File: src/hdl/spq_pkg.sv
// register map, field positions and timing constants of the serial port
package spq_pkg;
  // register byte offsets
  localparam logic [3:0] CTRL_OFS = 4'h0;
  localparam logic [3:0] STAT_OFS = 4'h4;
  localparam logic [3:0] DATA_OFS = 4'h8;
  // control_reg fields
  localparam int CTRL_EN   = 0;
  localparam int CTRL_ROLE = 1;
  localparam int CTRL_CLOCK_POLARITY_SELECT = 2;
  localparam int CTRL_CLOCK_PHASE_SELECT = 3;
  localparam int CTRL_RATE = 4;
  localparam logic [5:0] CTRL_RST = 6'h00;
  // status_control_reg fields
  localparam int STAT_ERROR_IRQ_ENABLE = 0;
  localparam int STAT_SELEN = 1;
  localparam int STAT_TXE   = 3;
  localparam int STAT_SELC  = 4;
  localparam int STAT_OVR   = 6;
  localparam int STAT_RXF   = 7;
  // serial clock half periods in bus cycles for rate codes 0..3
  localparam logic [6:0] HALF_R0 = 7'h01;
  localparam logic [6:0] HALF_R1 = 7'h04;
  localparam logic [6:0] HALF_R2 = 7'h10;
  localparam logic [6:0] HALF_R3 = 7'h40;
  // clock edge index within a byte (16 edges)
  localparam logic [3:0] LAST_EDGE = 4'hf;
  localparam logic [3:0] OVR_EDGE0 = 4'hc;
  localparam logic [3:0] OVR_EDGE1 = 4'hd;
  typedef enum logic [0:0] {
    ST_IDLE = 1'b0,
    ST_RUN  = 1'b1
  } spq_state_type;
endpackage

File: src/hdl/spq_spi_port.sv
// serial peripheral port: transmit queue, receive flags, overrun and select conflict
// What this block does
// master starts a queued byte right after the current transfer ends
// data write clears tx empty flag; load into shifter sets it again
// software writes data only while tx empty flag is one
// completed byte sets rx full; status read then data read clears it
// without a new byte the shifter contents go out next transfer
// idle port loads buffered byte and sets tx empty within two cycles
// busy slave keeps buffered byte until its transfer completes
// overrun sets if rx still full at the seventh capture edge
// during overrun new bytes neither enter rx register nor set rx full
// overrun clears by status read then data read
// overrun or select conflict raise error irq when irq enable set
// software rereads status after data read if error irq off
// role bit picks clock and mosi as outputs, or miso as output
// conflict when slave select rises mid transfer or master select low
// conflict flag sets only while its enable is one
// master conflict clears enable, empties queue, stops, releases pins
// slave phase 0 starts on select fall; phase 1 on first clock edge
// conflict leaves the role bit unchanged
// phase 0 slave select then deselect faults even with no clocks
// slave conflict leaves enable and slave state alone
// deselected slave floats miso and ignores every clock edge
// conflict clears by status read then control write, no fault present
//
// Local design decisions: register access over Wishbone and the address map.
`timescale 1ns/1ns
module spq_spi_port (
  // clock and reset
  input  wire logic        mclk,
  input  wire logic        rstn,
  // wishbone slave
  input  wire logic        cyc_i,
  input  wire logic        stb_i,
  input  wire logic        we_i,
  input  wire logic [3:0]  adr_i,
  input  wire logic [3:0]  sel_i,
  input  wire logic [31:0] dat_i,
  output logic      [31:0] dat_o,
  output logic             ack_o,
  // serial pins
  input  wire logic        sclkI,
  output logic             sclkO,
  output logic             sclkOe,
  input  wire logic        mosiI,
  output logic             mosiO,
  output logic             mosiOe,
  input  wire logic        misoI,
  output logic             misoO,
  output logic             misoOe,
  input  wire logic        ssN,
  // system side
  output logic             errIrq,
  output logic             pinsOwned
);

  function automatic logic isReg(input logic [3:0] a, input logic [3:0] ofs);
    isReg = (a == ofs);
  endfunction

  logic [5:0]              ctrlQ;
  logic                    errIeQ;
  logic                    selEnQ;
  logic [7:0]              txBufQ;
  logic                    txFullQ;
  logic [7:0]              rxBufQ;
  logic                    rxFullQ;
  logic                    ovrQ;
  logic                    selcQ;
  logic                    rxArmQ;
  logic                    ovrArmQ;
  logic                    selArmQ;
  logic [7:0]              shQ;
  logic                    rxBitQ;
  logic [3:0]              edgeQ;
  logic [6:0]              divQ;
  logic                    sclkQ;
  logic [3:0]              syncAQ;
  logic [3:0]              syncBQ;
  logic                    sclkPrevQ;
  logic                    ssPrevQ;
  logic                    ackQ;
  logic [31:0]             datQ;
  spq_pkg::spq_state_type  stQ;
  spq_pkg::spq_state_type  stD;

  // bus decode
  wire busReq = cyc_i & stb_i & ~ackQ;
  wire wr     = busReq & we_i & sel_i[0];
  wire rd     = busReq & ~we_i;
  wire ctrlWr = wr & isReg(adr_i, spq_pkg::CTRL_OFS);
  wire statWr = wr & isReg(adr_i, spq_pkg::STAT_OFS);
  wire dataWr = wr & isReg(adr_i, spq_pkg::DATA_OFS);
  wire statRd = rd & isReg(adr_i, spq_pkg::STAT_OFS);
  wire dataRd = rd & isReg(adr_i, spq_pkg::DATA_OFS);

  // control fields
  wire       en     = ctrlQ[spq_pkg::CTRL_EN];
  wire       role   = ctrlQ[spq_pkg::CTRL_ROLE];
  wire       clock_polarity_select   = ctrlQ[spq_pkg::CTRL_CLOCK_POLARITY_SELECT];
  wire       clock_phase_select   = ctrlQ[spq_pkg::CTRL_CLOCK_PHASE_SELECT];
  wire [1:0] rate   = ctrlQ[spq_pkg::CTRL_RATE +: 2];
  wire [6:0] halfDiv = (rate == 2'h0) ? spq_pkg::HALF_R0 :
                       (rate == 2'h1) ? spq_pkg::HALF_R1 :
                       (rate == 2'h2) ? spq_pkg::HALF_R2 : spq_pkg::HALF_R3;

  // synchronised pins
  wire sclkS = syncBQ[0];
  wire mosiS = syncBQ[1];
  wire misoS = syncBQ[2];
  wire ssS   = syncBQ[3];

  wire master = en & role;
  wire slave  = en & ~role;
  wire active = (stQ == spq_pkg::ST_RUN);
  wire sclkEdge = (sclkS != sclkPrevQ);

  // transfer events
  wire mTick   = master & active & (divQ == 7'h00);
  wire sEdge   = slave & ~ssS & active & sclkEdge;
  wire sStart0 = slave & ~clock_phase_select & ~active & ssPrevQ & ~ssS;
  wire sStart1 = slave & clock_phase_select & ~active & ~ssS & sclkEdge & (sclkS != clock_polarity_select);
  wire ev      = mTick | sEdge;
  wire lastEv  = ev & (edgeQ == spq_pkg::LAST_EDGE);
  wire sampleEv = ev & (edgeQ[0] == clock_phase_select);
  wire shiftEv = ev & (edgeQ[0] != clock_phase_select) & (edgeQ != spq_pkg::LAST_EDGE) &
                 (edgeQ != 4'h0);
  wire inBit   = role ? misoS : mosiS;
  wire [7:0] rxByte = {shQ[6:0], clock_phase_select ? inBit : rxBitQ};
  wire ovrStrobe = sampleEv &
                   (edgeQ == (clock_phase_select ? spq_pkg::OVR_EDGE1 : spq_pkg::OVR_EDGE0));

  // select conflict: master select low, or slave deselected mid transfer
  wire faultCond = selEnQ & ((master & ~ssS) | (slave & active & ssS));
  wire mFault    = faultCond & master;
  wire mStart    = master & ~active & txFullQ & ~mFault;
  wire loadTx    = txFullQ & en & ~active & ~mFault;

  wire rxSet  = lastEv & ~ovrQ;
  wire rxClr  = rxArmQ & dataRd;
  wire ovrSet = ovrStrobe & rxFullQ;
  wire ovrClr = ovrArmQ & dataRd;
  wire selClr = selArmQ & ctrlWr & ~faultCond;

  always_comb begin
    stD = stQ;
    case (stQ)
      spq_pkg::ST_IDLE: begin
        if (en & (mStart | sStart0 | sStart1)) begin
          stD = spq_pkg::ST_RUN;
        end
      end
      spq_pkg::ST_RUN: begin
        if (lastEv) begin
          stD = spq_pkg::ST_IDLE;
        end
      end
      default: stD = spq_pkg::ST_IDLE;
    endcase
    if (~en | mFault) begin
      stD = spq_pkg::ST_IDLE;
    end
  end

  // bus slave: every access acknowledged one cycle after it is seen
  always_ff @(posedge mclk or negedge rstn) begin
    if (!rstn) begin
      ackQ <= 1'b0;
      datQ <= 32'h0000_0000;
    end else begin
      ackQ <= busReq;
      if (rd) begin
        datQ <= 32'h0000_0000;
        if (isReg(adr_i, spq_pkg::CTRL_OFS)) begin
          datQ[5:0] <= ctrlQ;
        end
        if (isReg(adr_i, spq_pkg::STAT_OFS)) begin
          datQ[7:0] <= {rxFullQ, ovrQ, 1'b0, selcQ, ~txFullQ, 1'b0, selEnQ, errIeQ};
        end
        if (isReg(adr_i, spq_pkg::DATA_OFS)) begin
          datQ[7:0] <= rxBufQ;
        end
      end
    end
  end

  // control and status registers
  always_ff @(posedge mclk or negedge rstn) begin
    if (!rstn) begin
      ctrlQ  <= spq_pkg::CTRL_RST;
      errIeQ <= 1'b0;
      selEnQ <= 1'b0;
    end else begin
      if (ctrlWr) begin
        ctrlQ <= dat_i[5:0];
      end
      if (mFault) begin
        ctrlQ[spq_pkg::CTRL_EN] <= 1'b0;
      end
      if (statWr) begin
        errIeQ <= dat_i[spq_pkg::STAT_ERROR_IRQ_ENABLE];
        selEnQ <= dat_i[spq_pkg::STAT_SELEN];
      end
    end
  end

  // transmit queue
  always_ff @(posedge mclk or negedge rstn) begin
    if (!rstn) begin
      txBufQ  <= 8'h00;
      txFullQ <= 1'b0;
    end else if (dataWr) begin
      txBufQ  <= dat_i[7:0];
      txFullQ <= 1'b1;
    end else if (loadTx | ~en | mFault) begin
      txFullQ <= 1'b0;
    end
  end

  // receive register and flags, set wins over clear
  always_ff @(posedge mclk or negedge rstn) begin
    if (!rstn) begin
      rxBufQ  <= 8'h00;
      rxFullQ <= 1'b0;
      ovrQ    <= 1'b0;
      selcQ   <= 1'b0;
      rxArmQ  <= 1'b0;
      ovrArmQ <= 1'b0;
      selArmQ <= 1'b0;
    end else begin
      if (rxSet) begin
        rxBufQ <= rxByte;
      end
      rxFullQ <= rxSet | (rxFullQ & ~rxClr);
      ovrQ    <= ovrSet | (ovrQ & ~ovrClr);
      selcQ   <= faultCond | (selcQ & ~selClr);
      if (statRd & rxFullQ) begin
        rxArmQ <= 1'b1;
      end else if (dataRd) begin
        rxArmQ <= 1'b0;
      end
      if (statRd & ovrQ) begin
        ovrArmQ <= 1'b1;
      end else if (dataRd) begin
        ovrArmQ <= 1'b0;
      end
      if (statRd & selcQ & ~faultCond) begin
        selArmQ <= 1'b1;
      end else if (ctrlWr | faultCond) begin
        selArmQ <= 1'b0;
      end
    end
  end

  // pin synchronisers and edge history
  always_ff @(posedge mclk or negedge rstn) begin
    if (!rstn) begin
      syncAQ    <= 4'h8;
      syncBQ    <= 4'h8;
      sclkPrevQ <= 1'b0;
      ssPrevQ   <= 1'b1;
    end else begin
      syncAQ    <= {ssN, misoI, mosiI, sclkI};
      syncBQ    <= syncAQ;
      sclkPrevQ <= sclkS;
      ssPrevQ   <= ssS;
    end
  end

  // shift engine, shared by both roles
  always_ff @(posedge mclk or negedge rstn) begin
    if (!rstn) begin
      stQ    <= spq_pkg::ST_IDLE;
      shQ    <= 8'h00;
      rxBitQ <= 1'b0;
      edgeQ  <= 4'h0;
      divQ   <= 7'h00;
      sclkQ  <= 1'b0;
    end else begin
      stQ <= stD;
      if (~en | mFault) begin
        shQ   <= 8'h00;
        edgeQ <= 4'h0;
        sclkQ <= clock_polarity_select;
        divQ  <= halfDiv - 7'h01;
      end else begin
        if (loadTx) begin
          shQ <= txBufQ;
        end else if (lastEv) begin
          shQ <= rxByte;
        end else if (shiftEv) begin
          shQ <= {shQ[6:0], rxBitQ};
        end
        if (sampleEv) begin
          rxBitQ <= inBit;
        end
        if (sStart1) begin
          edgeQ <= 4'h1;
        end else if (~active) begin
          edgeQ <= 4'h0;
        end else if (ev) begin
          edgeQ <= edgeQ + 4'h1;
        end
        if (~active | mTick) begin
          divQ <= halfDiv - 7'h01;
        end else begin
          divQ <= divQ - 7'h01;
        end
        if (~active) begin
          sclkQ <= clock_polarity_select;
        end else if (mTick) begin
          sclkQ <= ~sclkQ;
        end
      end
    end
  end

  // outputs
  assign dat_o     = datQ;
  assign ack_o     = ackQ;
  assign sclkO     = sclkQ;
  assign sclkOe    = master;
  assign mosiO     = shQ[7];
  assign mosiOe    = master;
  assign misoO     = shQ[7];
  assign misoOe    = slave & ~ssS;
  assign errIrq    = errIeQ & (ovrQ | selcQ);
  assign pinsOwned = en;
endmodule

File: config.mk
export PLATFORM = sky130hd
export DESIGN_NAME = spq_spi_port
export DESIGN_NICKNAME = d
export VERILOG_FILES = /design/src/hdl/spq_pkg.sv /design/src/hdl/spq_spi_port.sv
export SDC_FILE = /design/constraint.sdc
export NUM_CORES = 1
export LEC_CHECK = 0
export BUFFER_PORTS_ARGS = -buffer_cell sky130_fd_sc_hd__clkbuf_2
export CORE_MARGIN = 3
export CORE_UTILIZATION = 55
export CTS_CLUSTER_DIAMETER = 50
export DETAILED_ROUTE_END_ITERATION = 7
export HOLD_SLACK_MARGIN = 0.05
export PLACE_DENSITY = 0.91
export SYNTH_ARGS = -nofsm -noshare
export SYNTH_HDL_FRONTEND = slang
export SYNTH_SLANG_ARGS = --single-unit
File: constraint.sdc
create_clock -name mclk -period 4.9 [get_ports mclk]
set_clock_uncertainty 0.15 [all_clocks]
set_input_delay 0.49 -clock mclk [delete_from_list [all_inputs] [get_ports mclk]]
set_output_delay 0.49 -clock mclk [all_outputs]
set_load 0.02 [all_outputs]
==> results by group, run 1 <==
Synthesis
  • Synth area leaders: sky130_fd_sc_hd__dfrtp_1, sky130_fd_sc_hd__mux2_2, sky130_fd_sc_hd__buf_4, sky130_fd_sc_hd__a21oi_1, sky130_fd_sc_hd__nand2_1
  • Sequential-to-total area share from yosys stat: 52.4%
  • Synth Warn #: 0
  • Post-synth top area cell: sky130_fd_sc_hd__dfrtp_1
  • Proportion of netlist area held by the largest area contributor: 50.1%
  • Commonest register cell after synthesis: sky130_fd_sc_hd__dfrtp_1
  • Post-synth EDFFs: 0
  • Count of cell types in the netlist: 52
  • Fraction of registers with async set or reset after synthesis: 100%
  • Number of standard cells after synthesis: 304
  • Cell Area, Synth: 3440 µm²
  • Number of flip-flops and latches in the synthesized netlist: 72
  • Post-synthesis area per instance: 11.3 µm²

Power
  • Leakage: 1.84 nW
  • Power density over the cells: 353 nW/µm²
  • Worst ir drop on vdd: 0.241 mV

Global route
  • Largest net degree at the start of global routing: 73
  • Global-route wire length before repair: 11400 µm
  • Number of global-route vias before repair: 2356
  • Total grt overflow: 0
  • Aggregate global-route resource usage: 20.2%
  • Initial antenna violation count: 0

Final layout
  • Fraction of layout instances using a drive strength above 1: 28.3%
  • Total number of nets in the final design: 394
  • Count of antenna diodes in the layout: 0
  • Utilization after layout: 63.8%
  • Most common cell after layout, fill and taps aside: sky130_fd_sc_hd__dfrtp_1
  • Commonest cells after routing, fill and taps aside: sky130_fd_sc_hd__dfrtp_1, sky130_fd_sc_hd__clkbuf_2, sky130_fd_sc_hd__mux2_2
  • Area growth from synthesis to final layout: 11.0%

CTS
  • Clk sinks: 72
  • Count of cells resized by post-cts repair: 0
  • CTS tree: built
  • Total of hold buffers inserted after clock tree synthesis: 0
  • Post-CTS Setup Bufs: 0
  • Insertion delay to the later sink of the worst-skew pair: 0.34 ns
  • Maximum root-to-sink buffer count: 2
  • Clock Root Buffer: sky130_fd_sc_hd__clkbuf_8
  • Inserted Clock Buffers: 9
  • Total number of H-tree levels: 3
  • Clock transition at the registers of the reported paths: 0.07 ns

STA
  • Headroom to the max-slew limit: 20.8%
  • Endpoints failing setup: 0
  • Min Tclk post-route: 2.75 ns
  • Maximum operating frequency: 364 MHz
  • Final count of pins violating max slew: 0
  • Period utilization: 56.1%
  • Number of hold violations in the final report: 0
  • RSZ-0062 raised after global routing: false
  • Accumulated negative setup slack: 0 ns
  • Transition time at the pin with the least slew margin: 1.19 ns

Detailed routing
  • First-pass DRT Iterations: 5
  • Number of DRC violations after detailed-routing iteration 0: 223
  • DR DRC count: 0
  • Via density per instance: 5.67
  • Wire length reported by the detailed router: 6740 µm
  • Number of vias after detailed routing: 2386
  • Antenna Violating Nets Remaining: 0
  • Per-cell routed wire length: 16.0 µm

Die
  • Die Span Y: 85.1 µm
  • IO Count: 90
  • Row count: 28
  • Full die area: 7250 µm²
  • Initial Util: 57.5%
  • Core box area: 5990 µm²
  • X dimension of the die: 85.1 µm

Min path
  • Hold path depth: 1
  • Class of the tightest hold or removal check: in -> reg
  • Capture endpoint of the worst hold path: syncAQ[3]
  • Startpoint of the worst hold path: ssN

Status
  • Status: completed

Setup path
  • Worst endpoint required time: 4.97 ns
  • Crit Reg-Reg Endpoint: rxBufQ[2]
  • R2r startpoint: ctrlQ[1]
  • Critical Path AT: 2.82 ns
  • FF-to-FF setup slack: 2.15 ns
  • Length in cells of the worst reg-to-reg path: 5
  • Kind of critical path: reg -> reg
  • Startpoint types: register
  • Type of destination of the critical path: register
  • Maximum fanout encountered on the critical timing path: 9

Placement
  • Port-buffer cells: 38
  • HPWL after detailed placement: 4830 µm
  • RePlAce Congestion: 0.848

Job
  • Max-capacitance violation count: 0
Yosys cell counts, types with 2 or more instances:
cell,number
sky130_fd_sc_hd__nor2_1,18
sky130_fd_sc_hd__a22o_1,2
sky130_fd_sc_hd__nand3b_1,2
sky130_fd_sc_hd__xor2_1,6
sky130_fd_sc_hd__a222oi_1,4
sky130_fd_sc_hd__and2_1,2
sky130_fd_sc_hd__nand2_1,27
sky130_fd_sc_hd__a21o_1,4
sky130_fd_sc_hd__xnor2_1,4
sky130_fd_sc_hd__dfrtp_1,69
sky130_fd_sc_hd__mux2_2,32
sky130_fd_sc_hd__ha_1,4
sky130_fd_sc_hd__buf_4,27
sky130_fd_sc_hd__clkbuf_1,6
sky130_fd_sc_hd__nand2b_1,2
sky130_fd_sc_hd__and4_1,2
sky130_fd_sc_hd__o41ai_1,2
sky130_fd_sc_hd__nor2b_1,5
sky130_fd_sc_hd__nor3_1,4
sky130_fd_sc_hd__o21ai_0,3
sky130_fd_sc_hd__inv_1,6
sky130_fd_sc_hd__mux2i_1,5
sky130_fd_sc_hd__a21oi_1,28
sky130_fd_sc_hd__buf_2,3
sky130_fd_sc_hd__nand3_1,4
sky130_fd_sc_hd__a22oi_1,4
sky130_fd_sc_hd__dfstp_2,3
sky130_fd_sc_hd__nor4b_1,2
cells by family after synthesis:
group                      after synthesis  synth area share (%)
adders and majority gates                4                  1.45
other                                    1                 0.109
DFF                                     72                  52.4
xor gates and xnor gates                10                  2.54
and+or+nand+nor                         78                  12.4
buffers and inverters                   45                  8.21
muxes                                   37                  11.9
AOI/OAI and AO/OA                       57                  10.9
flip-flops by register name, indices dropped and copies added, names as in the netlist, 4 cells and up:
register and count:
dat_o 8, rxBufQ 8, shQ 8, txBufQ 8, divQ 7, ctrlQ 6
edgeQ 4, syncAQ 4, syncBQ 4
power by group:
group | switching, W | internal, W
clock | 0.000215 | 0.000329
sequential | 0.0000270 | 0.000628
combinational | 0.0000959 | 0.0000547
stage by stage:
| step | hold WS, ns | power, W | setup slack (ns) | instances | area (µm²) |
|---|---|---|---|---|---|
| CTS | 0.0710 | 0.00136 | 2.14 | 421 | 3820 |
| global placement | 0.182 | 0.000811 | 2.23 | 405 | 3580 |
| floorplan | 0.0444 | 0.000776 | 2.42 | 327 | 3530 |
| global route | 0.0676 | 0.00141 | 2.02 | 421 | 3820 |
| detailed placement | 0.186 | 0.000817 | 2.15 | 405 | 3580 |
| finish | 0.0798 | 0.00135 | 2.15 | 421 | 3820 |
metal layers:
layer	wire length [µm]	global-route usage, %
met2	3410	32.7
met5	0	0
met1	2810	25.7
met3	373	4.37
met4	138	10.1
worst max-delay path, cell delays in order (launching register included):
cell and delay, ns:
sky130_fd_sc_hd__dfrtp_1 0.57, sky130_fd_sc_hd__and2_1 0.28, sky130_fd_sc_hd__and4_1 0.44, sky130_fd_sc_hd__nor2_4 0.13
sky130_fd_sc_hd__nor4b_4 0.63, sky130_fd_sc_hd__mux2_2 0.42
worst max-delay path by stage:
stage               startpoint        end  slack [ns]  depth (start not counted)
floorplan             ctrlQ[0]  rxBufQ[0]        2.42                          7
CTS                   ctrlQ[1]  rxBufQ[2]        2.14                          5
finish                ctrlQ[1]  rxBufQ[2]        2.15                          5
detailed placement    ctrlQ[1]  rxBufQ[2]        2.15                          5
global placement      ctrlQ[1]  rxBufQ[5]        2.23                          5
global route          ctrlQ[1]  rxBufQ[6]        2.02                          5
final cells by class:
type | instances | area, µm²
clock inverter | 4 | 73.8
clock buffer | 12 | 165
inverter | 6 | 22.5
multi-input combinational | 210 | 1440
timing repair buffer | 42 | 220
sequential | 72 | 1810
tap | 75 | 93.8
fill | 450 | 2170
(Power assumes the default switching activity.)
==> run 2, diff against run 1 <==
CORE_UTILIZATION = 53   (was 55)
PLACE_DENSITY = 0.88   (was 0.91)
clock period = 2.6 ns   (was 4.9 ns; I/O delays follow)
==> results by group, run 2 (synthesized netlist as in run 1, its figures left out) <==
Min path
  • Class of the tightest hold or removal check: in -> reg (unchanged)

Die
  • IO Count: 90 (unchanged)
  • Row count: 28 (unchanged)
  • Die Span Y: 86.6 µm (was 85.1 µm)
  • X dimension of the die: 86.6 µm (was 85.1 µm)
  • Full die area: 7500 µm² (was 7250 µm²)
  • Initial Util: 56.5% (was 57.5%)
  • Core box area: 6100 µm² (was 5990 µm²)

Global route
  • Initial antenna violation count: 0 (unchanged)
  • Total grt overflow: 0 (unchanged)
  • Aggregate global-route resource usage: 21.7% (was 20.2%)
  • Global-route wire length before repair: 12400 µm (was 11400 µm)
  • Largest net degree at the start of global routing: 73 (unchanged)
  • Number of global-route vias before repair: 2571 (was 2356)

CTS
  • CTS tree: built (unchanged)
  • Post-CTS Setup Bufs: 0 (unchanged)
  • Clk sinks: 72 (unchanged)
  • Clock transition at the registers of the reported paths: 0.08 ns (was 0.07 ns)
  • Total number of H-tree levels: 3 (unchanged)
  • Count of cells resized by post-cts repair: 0 (unchanged)
  • Inserted Clock Buffers: 9 (unchanged)
  • Maximum root-to-sink buffer count: 2 (unchanged)
  • Clock Root Buffer: sky130_fd_sc_hd__clkbuf_8 (unchanged)
  • Insertion delay to the later sink of the worst-skew pair: 0.36 ns (was 0.34 ns)

Detailed routing
  • Per-cell routed wire length: 16.9 µm (was 16.0 µm)
  • Antenna Violating Nets Remaining: 0 (unchanged)
  • Number of vias after detailed routing: 2446 (was 2386)
  • Wire length reported by the detailed router: 7530 µm (was 6740 µm)
  • First-pass DRT Iterations: 4 (was 5)
  • Number of DRC violations after detailed-routing iteration 0: 234 (was 223)
  • DR DRC count: 0 (unchanged)
  • Via density per instance: 5.50 (was 5.67)

Power
  • Fraction of power consumed by the clock network: 38.9% (was 40.4%)
  • Internal power contribution: 0.00187 W (was 0.00101 W)
  • Net switching share of the total power: 26.4% (was 25.1%)
  • Gate power share: 12.7% (was 11.2%)
  • Leakage: 1.94 nW (was 1.84 nW)
  • Power density over the cells: 629 nW/µm² (was 353 nW/µm²)
  • Switching power summed over all nets: 0.000669 W (was 0.000338 W)
  • Register share of total power: 48.4% (was 48.5%)
  • Worst ir drop on vdd: 0.431 mV (was 0.241 mV)

STA
  • Final Worst Setup Slack: 0.290 ns (was 2.15 ns)
  • Final count of pins violating max slew: 0 (unchanged)
  • Transition time at the pin with the least slew margin: 0.536 ns (was 1.19 ns)
  • RSZ-0062 raised after global routing: false (unchanged)
  • Number of hold violations in the final report: 0 (unchanged)
  • Min Tclk post-route: 2.31 ns (was 2.75 ns)
  • Period utilization: 88.8% (was 56.1%)
  • Maximum operating frequency: 433 MHz (was 364 MHz)
  • Accumulated negative setup slack: 0 ns (unchanged)
  • Endpoints failing setup: 0 (unchanged)
  • Headroom to the max-slew limit: 64.1% (was 20.8%)

Setup path
  • Worst path max stage delay: 0.52 ns (was 0.63 ns)
  • Maximum fanout encountered on the critical timing path: 10 (was 9)
  • Ordered list of cells on the worst path: nand2_1 -> nor4_4 -> nor2_4 -> nor4b_4 -> buf_4 -> mux2_2 (was and2_1 -> and4_1 -> nor2_4 -> nor4b_4 -> mux2_2)
  • Type of destination of the critical path: register (unchanged)
  • Critical Path AT: 2.40 ns (was 2.82 ns)
  • Worst endpoint required time: 2.69 ns (was 4.97 ns)
  • Startpoint types: register (unchanged)
  • Kind of critical path: reg -> reg (unchanged)
  • Cell with the largest stage delay on the worst path: sky130_fd_sc_hd__dfrtp_1 (was sky130_fd_sc_hd__nor4b_4)

Job
  • Max-capacitance violation count: 0 (unchanged)

Final layout
  • Total number of nets in the final design: 418 (was 394)
  • Number of fill cells: 465 (was 450)
  • FF/Latch Area: 1810 µm² (unchanged)
  • Area growth from synthesis to final layout: 17.2% (was 11.0%)
  • Fraction of layout instances using a drive strength above 1: 29.7% (was 28.3%)
  • Commonest cells after routing, fill and taps aside: sky130_fd_sc_hd__dfrtp_1, sky130_fd_sc_hd__clkbuf_2, sky130_fd_sc_hd__mux2_2 (unchanged)
  • Count of antenna diodes in the layout: 0 (unchanged)
  • Multi-input logic area: 1450 µm² (was 1440 µm²)
  • Most common cell after layout, fill and taps aside: sky130_fd_sc_hd__dfrtp_1 (unchanged)

Placement
  • HPWL after detailed placement: 5100 µm (was 4830 µm)
  • Port-buffer cells: 38 (unchanged)
  • Pre-CTS setup slack: 0.304 ns (was 2.15 ns)
  • RePlAce Congestion: 0.816 (was 0.848)

Status
  • Status: completed (unchanged)
[run 2: cell types whose count changed in the layout (fill, tap and decap cells not counted)]
| cell | previous run | this run |
|---|---|---|
| sky130_fd_sc_hd__buf_12 | 0 | 1 |
| sky130_fd_sc_hd__buf_4 | 4 | 14 |
| sky130_fd_sc_hd__clkbuf_8 | 12 | 10 |
| sky130_fd_sc_hd__clkinv_2 | 1 | 3 |
| sky130_fd_sc_hd__clkinvlp_4 | 0 | 1 |
| sky130_fd_sc_hd__dlygate4sd3_1 | 0 | 13 |
| sky130_fd_sc_hd__inv_6 | 1 | 0 |
| sky130_fd_sc_hd__nor4b_1 | 2 | 1 |
| sky130_fd_sc_hd__nor4b_2 | 0 | 1 |
[run 2: what timing repair did]
action	CTS	global route
hold buffers	13	0
setup endpoints to repair	0	0
hold endpoints to repair	88	0
[run 2: metrics by stage]
step	cells	power, W	hold slack [ns]	utilization [%]	area [µm²]
floorplan	327	0.00146	-0.186	-	3530
global placement	416	0.00154	0.162	60.4	3680
detailed placement	416	0.00156	0.170	60.4	3680
CTS	445	0.00254	0.0597	66.2	4040
global route	445	0.00264	0.0735	66.2	4040
finish	445	0.00254	0.0567	66.2	4040
[run 2: path summary, 6_finish.rpt]
check	start	to	slack, ns	cells after the start
hold / removal	cyc_i	ack_o	0.06	2
max in group asynchronous	rstn	syncBQ[3]	1.64	3
hold reg to reg	syncAQ[2]	syncBQ[2]	0.20	0
min in group asynchronous	rstn	txBufQ[6]	0.31	3
setup / recovery	active	rxBufQ[2]	0.29	6
setup reg to reg	active	rxBufQ[2]	0.29	6
[run 2: critical path: cells and delay by family (launching register included)]
family / cells / cell delay, ns
buf+inv: 1 / 0.22
flops: 1 / 0.52
mux: 1 / 0.35
simple gates: 4 / 0.95
[run 2: power by group through the flow]
stage               Sequential, W  Clock, W  Combinational [W]
finish                    0.00123  0.000987           0.000322
floorplan                 0.00127         0           0.000193
detailed placement        0.00125         0           0.000306
CTS                       0.00123  0.000987           0.000323
global route              0.00124   0.00105           0.000356
global placement          0.00125         0           0.000295
[run 2: per-layer routing]
metal / up-vias / share of wire (%) / GRT usage (%)
li1: 1145 / - / -
met1: 1188 / 41 / 26.9
met2: 96 / 50 / 36.4
met3: 17 / 7.4 / 4.94
met4: 0 / 1.6 / 9.21
met5: - / 0 / 0
[run 2: final cells by class]
type / instances / area share, %
timing repair buffer: 66 / 11.0
multi-input combinational: 210 / 35.9
inverter: 6 / 0.558
sequential: 72 / 44.7
tap: 75 / 2.33
clock buffer: 10 / 3.41
clock inverter: 6 / 2.05
==> run 3, diff against run 2 <==
HOLD_SLACK_MARGIN = 0.06   (was 0.05)
==> results by group, run 3 (synthesized netlist as in run 1, its figures left out) <==
Min path
  • Hold path depth: 2 (unchanged)
  • Startpoint of the worst hold path: stb_i (was cyc_i)
  • Class of the tightest hold or removal check: in -> reg (unchanged)

Setup path
  • Ordered list of cells on the worst path: nand2_1 -> nor4_4 -> nor2_4 -> nor4b_4 -> buf_4 -> mux2_2 (unchanged)
  • Length in cells of the worst reg-to-reg path: 6 (unchanged)
  • Worst path max stage delay: 0.52 ns (about the same)
  • Kind of critical path: reg -> reg (unchanged)
  • Startpoint types: register (unchanged)
  • Number of gates on the worst path with buffers counted: 6 (unchanged)
  • Cell with the largest stage delay on the worst path: sky130_fd_sc_hd__dfrtp_1 (unchanged)
  • R2r startpoint: active (unchanged)
  • First element of the critical path: active (unchanged)
  • Worst endpoint required time: 2.69 ns (about the same)
  • Type of destination of the critical path: register (unchanged)
  • Buffers & Inverters on Critical Path: 1 (unchanged)
  • Critical Path AT: 2.39 ns (was 2.40 ns)
  • Kind of cell with the highest combined delay on the critical path: simple AND/OR/NAND/NOR gates (unchanged)
  • Maximum fanout encountered on the critical timing path: 10 (unchanged)

Placement
  • Port-buffer cells: 38 (unchanged)
  • RePlAce Congestion: 0.816 (unchanged)
  • HPWL after detailed placement: 5100 µm (unchanged)

CTS
  • Clock Root Buffer: sky130_fd_sc_hd__clkbuf_8 (unchanged)
  • Count of cells resized by post-cts repair: 0 (unchanged)
  • Clock transition at the registers of the reported paths: 0.08 ns (about the same)
  • Total number of H-tree levels: 3 (unchanged)
  • Clk sinks: 72 (unchanged)
  • Maximum root-to-sink buffer count: 2 (unchanged)
  • Inserted Clock Buffers: 9 (unchanged)
  • CTS tree: built (unchanged)
  • Insertion delay to the later sink of the worst-skew pair: 0.35 ns (was 0.36 ns)

Die
  • Full die area: 7500 µm² (unchanged)
  • Die Span Y: 86.6 µm (unchanged)
  • X dimension of the die: 86.6 µm (unchanged)
  • Initial Util: 56.5% (unchanged)
  • IO Count: 90 (unchanged)
  • Core box area: 6100 µm² (unchanged)
  • Row count: 28 (unchanged)

Final layout
  • Commonest cells after routing, fill and taps aside: sky130_fd_sc_hd__dfrtp_1, sky130_fd_sc_hd__clkbuf_2, sky130_fd_sc_hd__mux2_2 (unchanged)
  • Area growth from synthesis to final layout: 17.5% (was 17.2%)
  • Total number of nets in the final design: 419 (was 418)
  • Count of antenna diodes in the layout: 0 (unchanged)
  • Fraction of layout instances using a drive strength above 1: 29.6% (was 29.7%)
  • Number of fill cells: 464 (was 465)
  • Most common cell after layout, fill and taps aside: sky130_fd_sc_hd__dfrtp_1 (unchanged)

STA
  • Worst-case hold slack: 0.0749 ns (was 0.0567 ns)
  • Number of hold violations in the final report: 0 (unchanged)
  • Accumulated negative setup slack: 0 ns (unchanged)
  • Min Tclk post-route: 2.30 ns (was 2.31 ns)
  • Final count of pins violating max slew: 0 (unchanged)
  • Period utilization: 88.6% (was 88.8%)
  • Transition time at the pin with the least slew margin: 0.544 ns (was 0.536 ns)
  • Maximum operating frequency: 434 MHz (was 433 MHz)
  • Endpoints failing setup: 0 (unchanged)
  • Headroom to the max-slew limit: 63.6% (was 64.1%)
  • RSZ-0062 raised after global routing: false (unchanged)

Detailed routing
  • Number of vias after detailed routing: 2462 (was 2446)
  • Via density per instance: 5.52 (was 5.50)
  • Antenna Violating Nets Remaining: 0 (unchanged)
  • Number of DRC violations after detailed-routing iteration 0: 230 (was 234)
  • Wire length reported by the detailed router: 7510 µm (was 7530 µm)
  • First-pass DRT Iterations: 5 (was 4)
  • DR DRC count: 0 (unchanged)
  • Per-cell routed wire length: 16.8 µm (was 16.9 µm)

Power
  • Power density over the cells: 627 nW/µm² (was 629 nW/µm²)
  • Worst ir drop on vdd: 0.431 mV (about the same)
  • Post-layout power: 0.00254 W (about the same)
  • Leakage: 1.95 nW (was 1.94 nW)

Job
  • Max-capacitance violation count: 0 (unchanged)

Status
  • Status: completed (unchanged)

Global route
  • Number of global-route vias before repair: 2571 (unchanged)
  • Total grt overflow: 0 (unchanged)
  • Aggregate global-route resource usage: 21.7% (unchanged)
  • Initial antenna violation count: 0 (unchanged)
  • Global-route wire length before repair: 12400 µm (unchanged)
  • Largest net degree at the start of global routing: 73 (unchanged)
[run 3: where the power goes]
part,switching (W),total (W),internal (W),leakage (nW)
Clock,0.000426,0.000987,0.000561,0.112
Combinational,0.000197,0.000323,0.000126,0.888
Sequential,0.0000455,0.00123,0.00118,0.949
Total,0.000668,0.00254,0.00187,1.95
[run 3: worst paths after layout]
path,slack (ns),endpoint
setup / recovery,0.30,rxBufQ[2]
hold / removal,0.07,ack_o
setup reg to reg,0.30,rxBufQ[2]
hold reg to reg,0.20,syncBQ[2]
max in group asynchronous,1.64,syncBQ[3]
min in group asynchronous,0.31,txBufQ[6]
[run 3: what timing repair did]
action                                 in CTS  in global routing
endpoints found under the hold margin      89                  0
setup buffers                               0                  0
hold buffers                               14                  0
[run 3: area by class of cell]
cell class                 instances  area, µm²  share of cell area (%)
inverter                           6       22.5                   0.557
tap                               75       93.8                    2.32
clock inverter                     6       82.6                    2.04
sequential                        72       1810                    44.6
multi-input combinational        210       1450                    35.8
clock buffer                      10        138                    3.40
timing repair buffer              67        455                    11.3
[run 3: through the flow]
step	instances	util, %	setup WS (ns)	instance area, µm²
after floorplan	327	-	0.124	3530
after global placement	416	60.4	0.361	3680
after detailed placement	416	60.4	0.304	3680
after CTS	446	66.4	0.278	4050
after global routing	446	66.4	0.168	4050
final	446	66.4	0.298	4050
[run 3: metal layers]
metal,track usage [%],wire length [µm],vias to the layer above
met5,0,0,-
met4,9.21,158,0
met3,4.94,570,19
met2,36.4,3800,109
met1,26.9,2980,1187
li1,-,-,1147
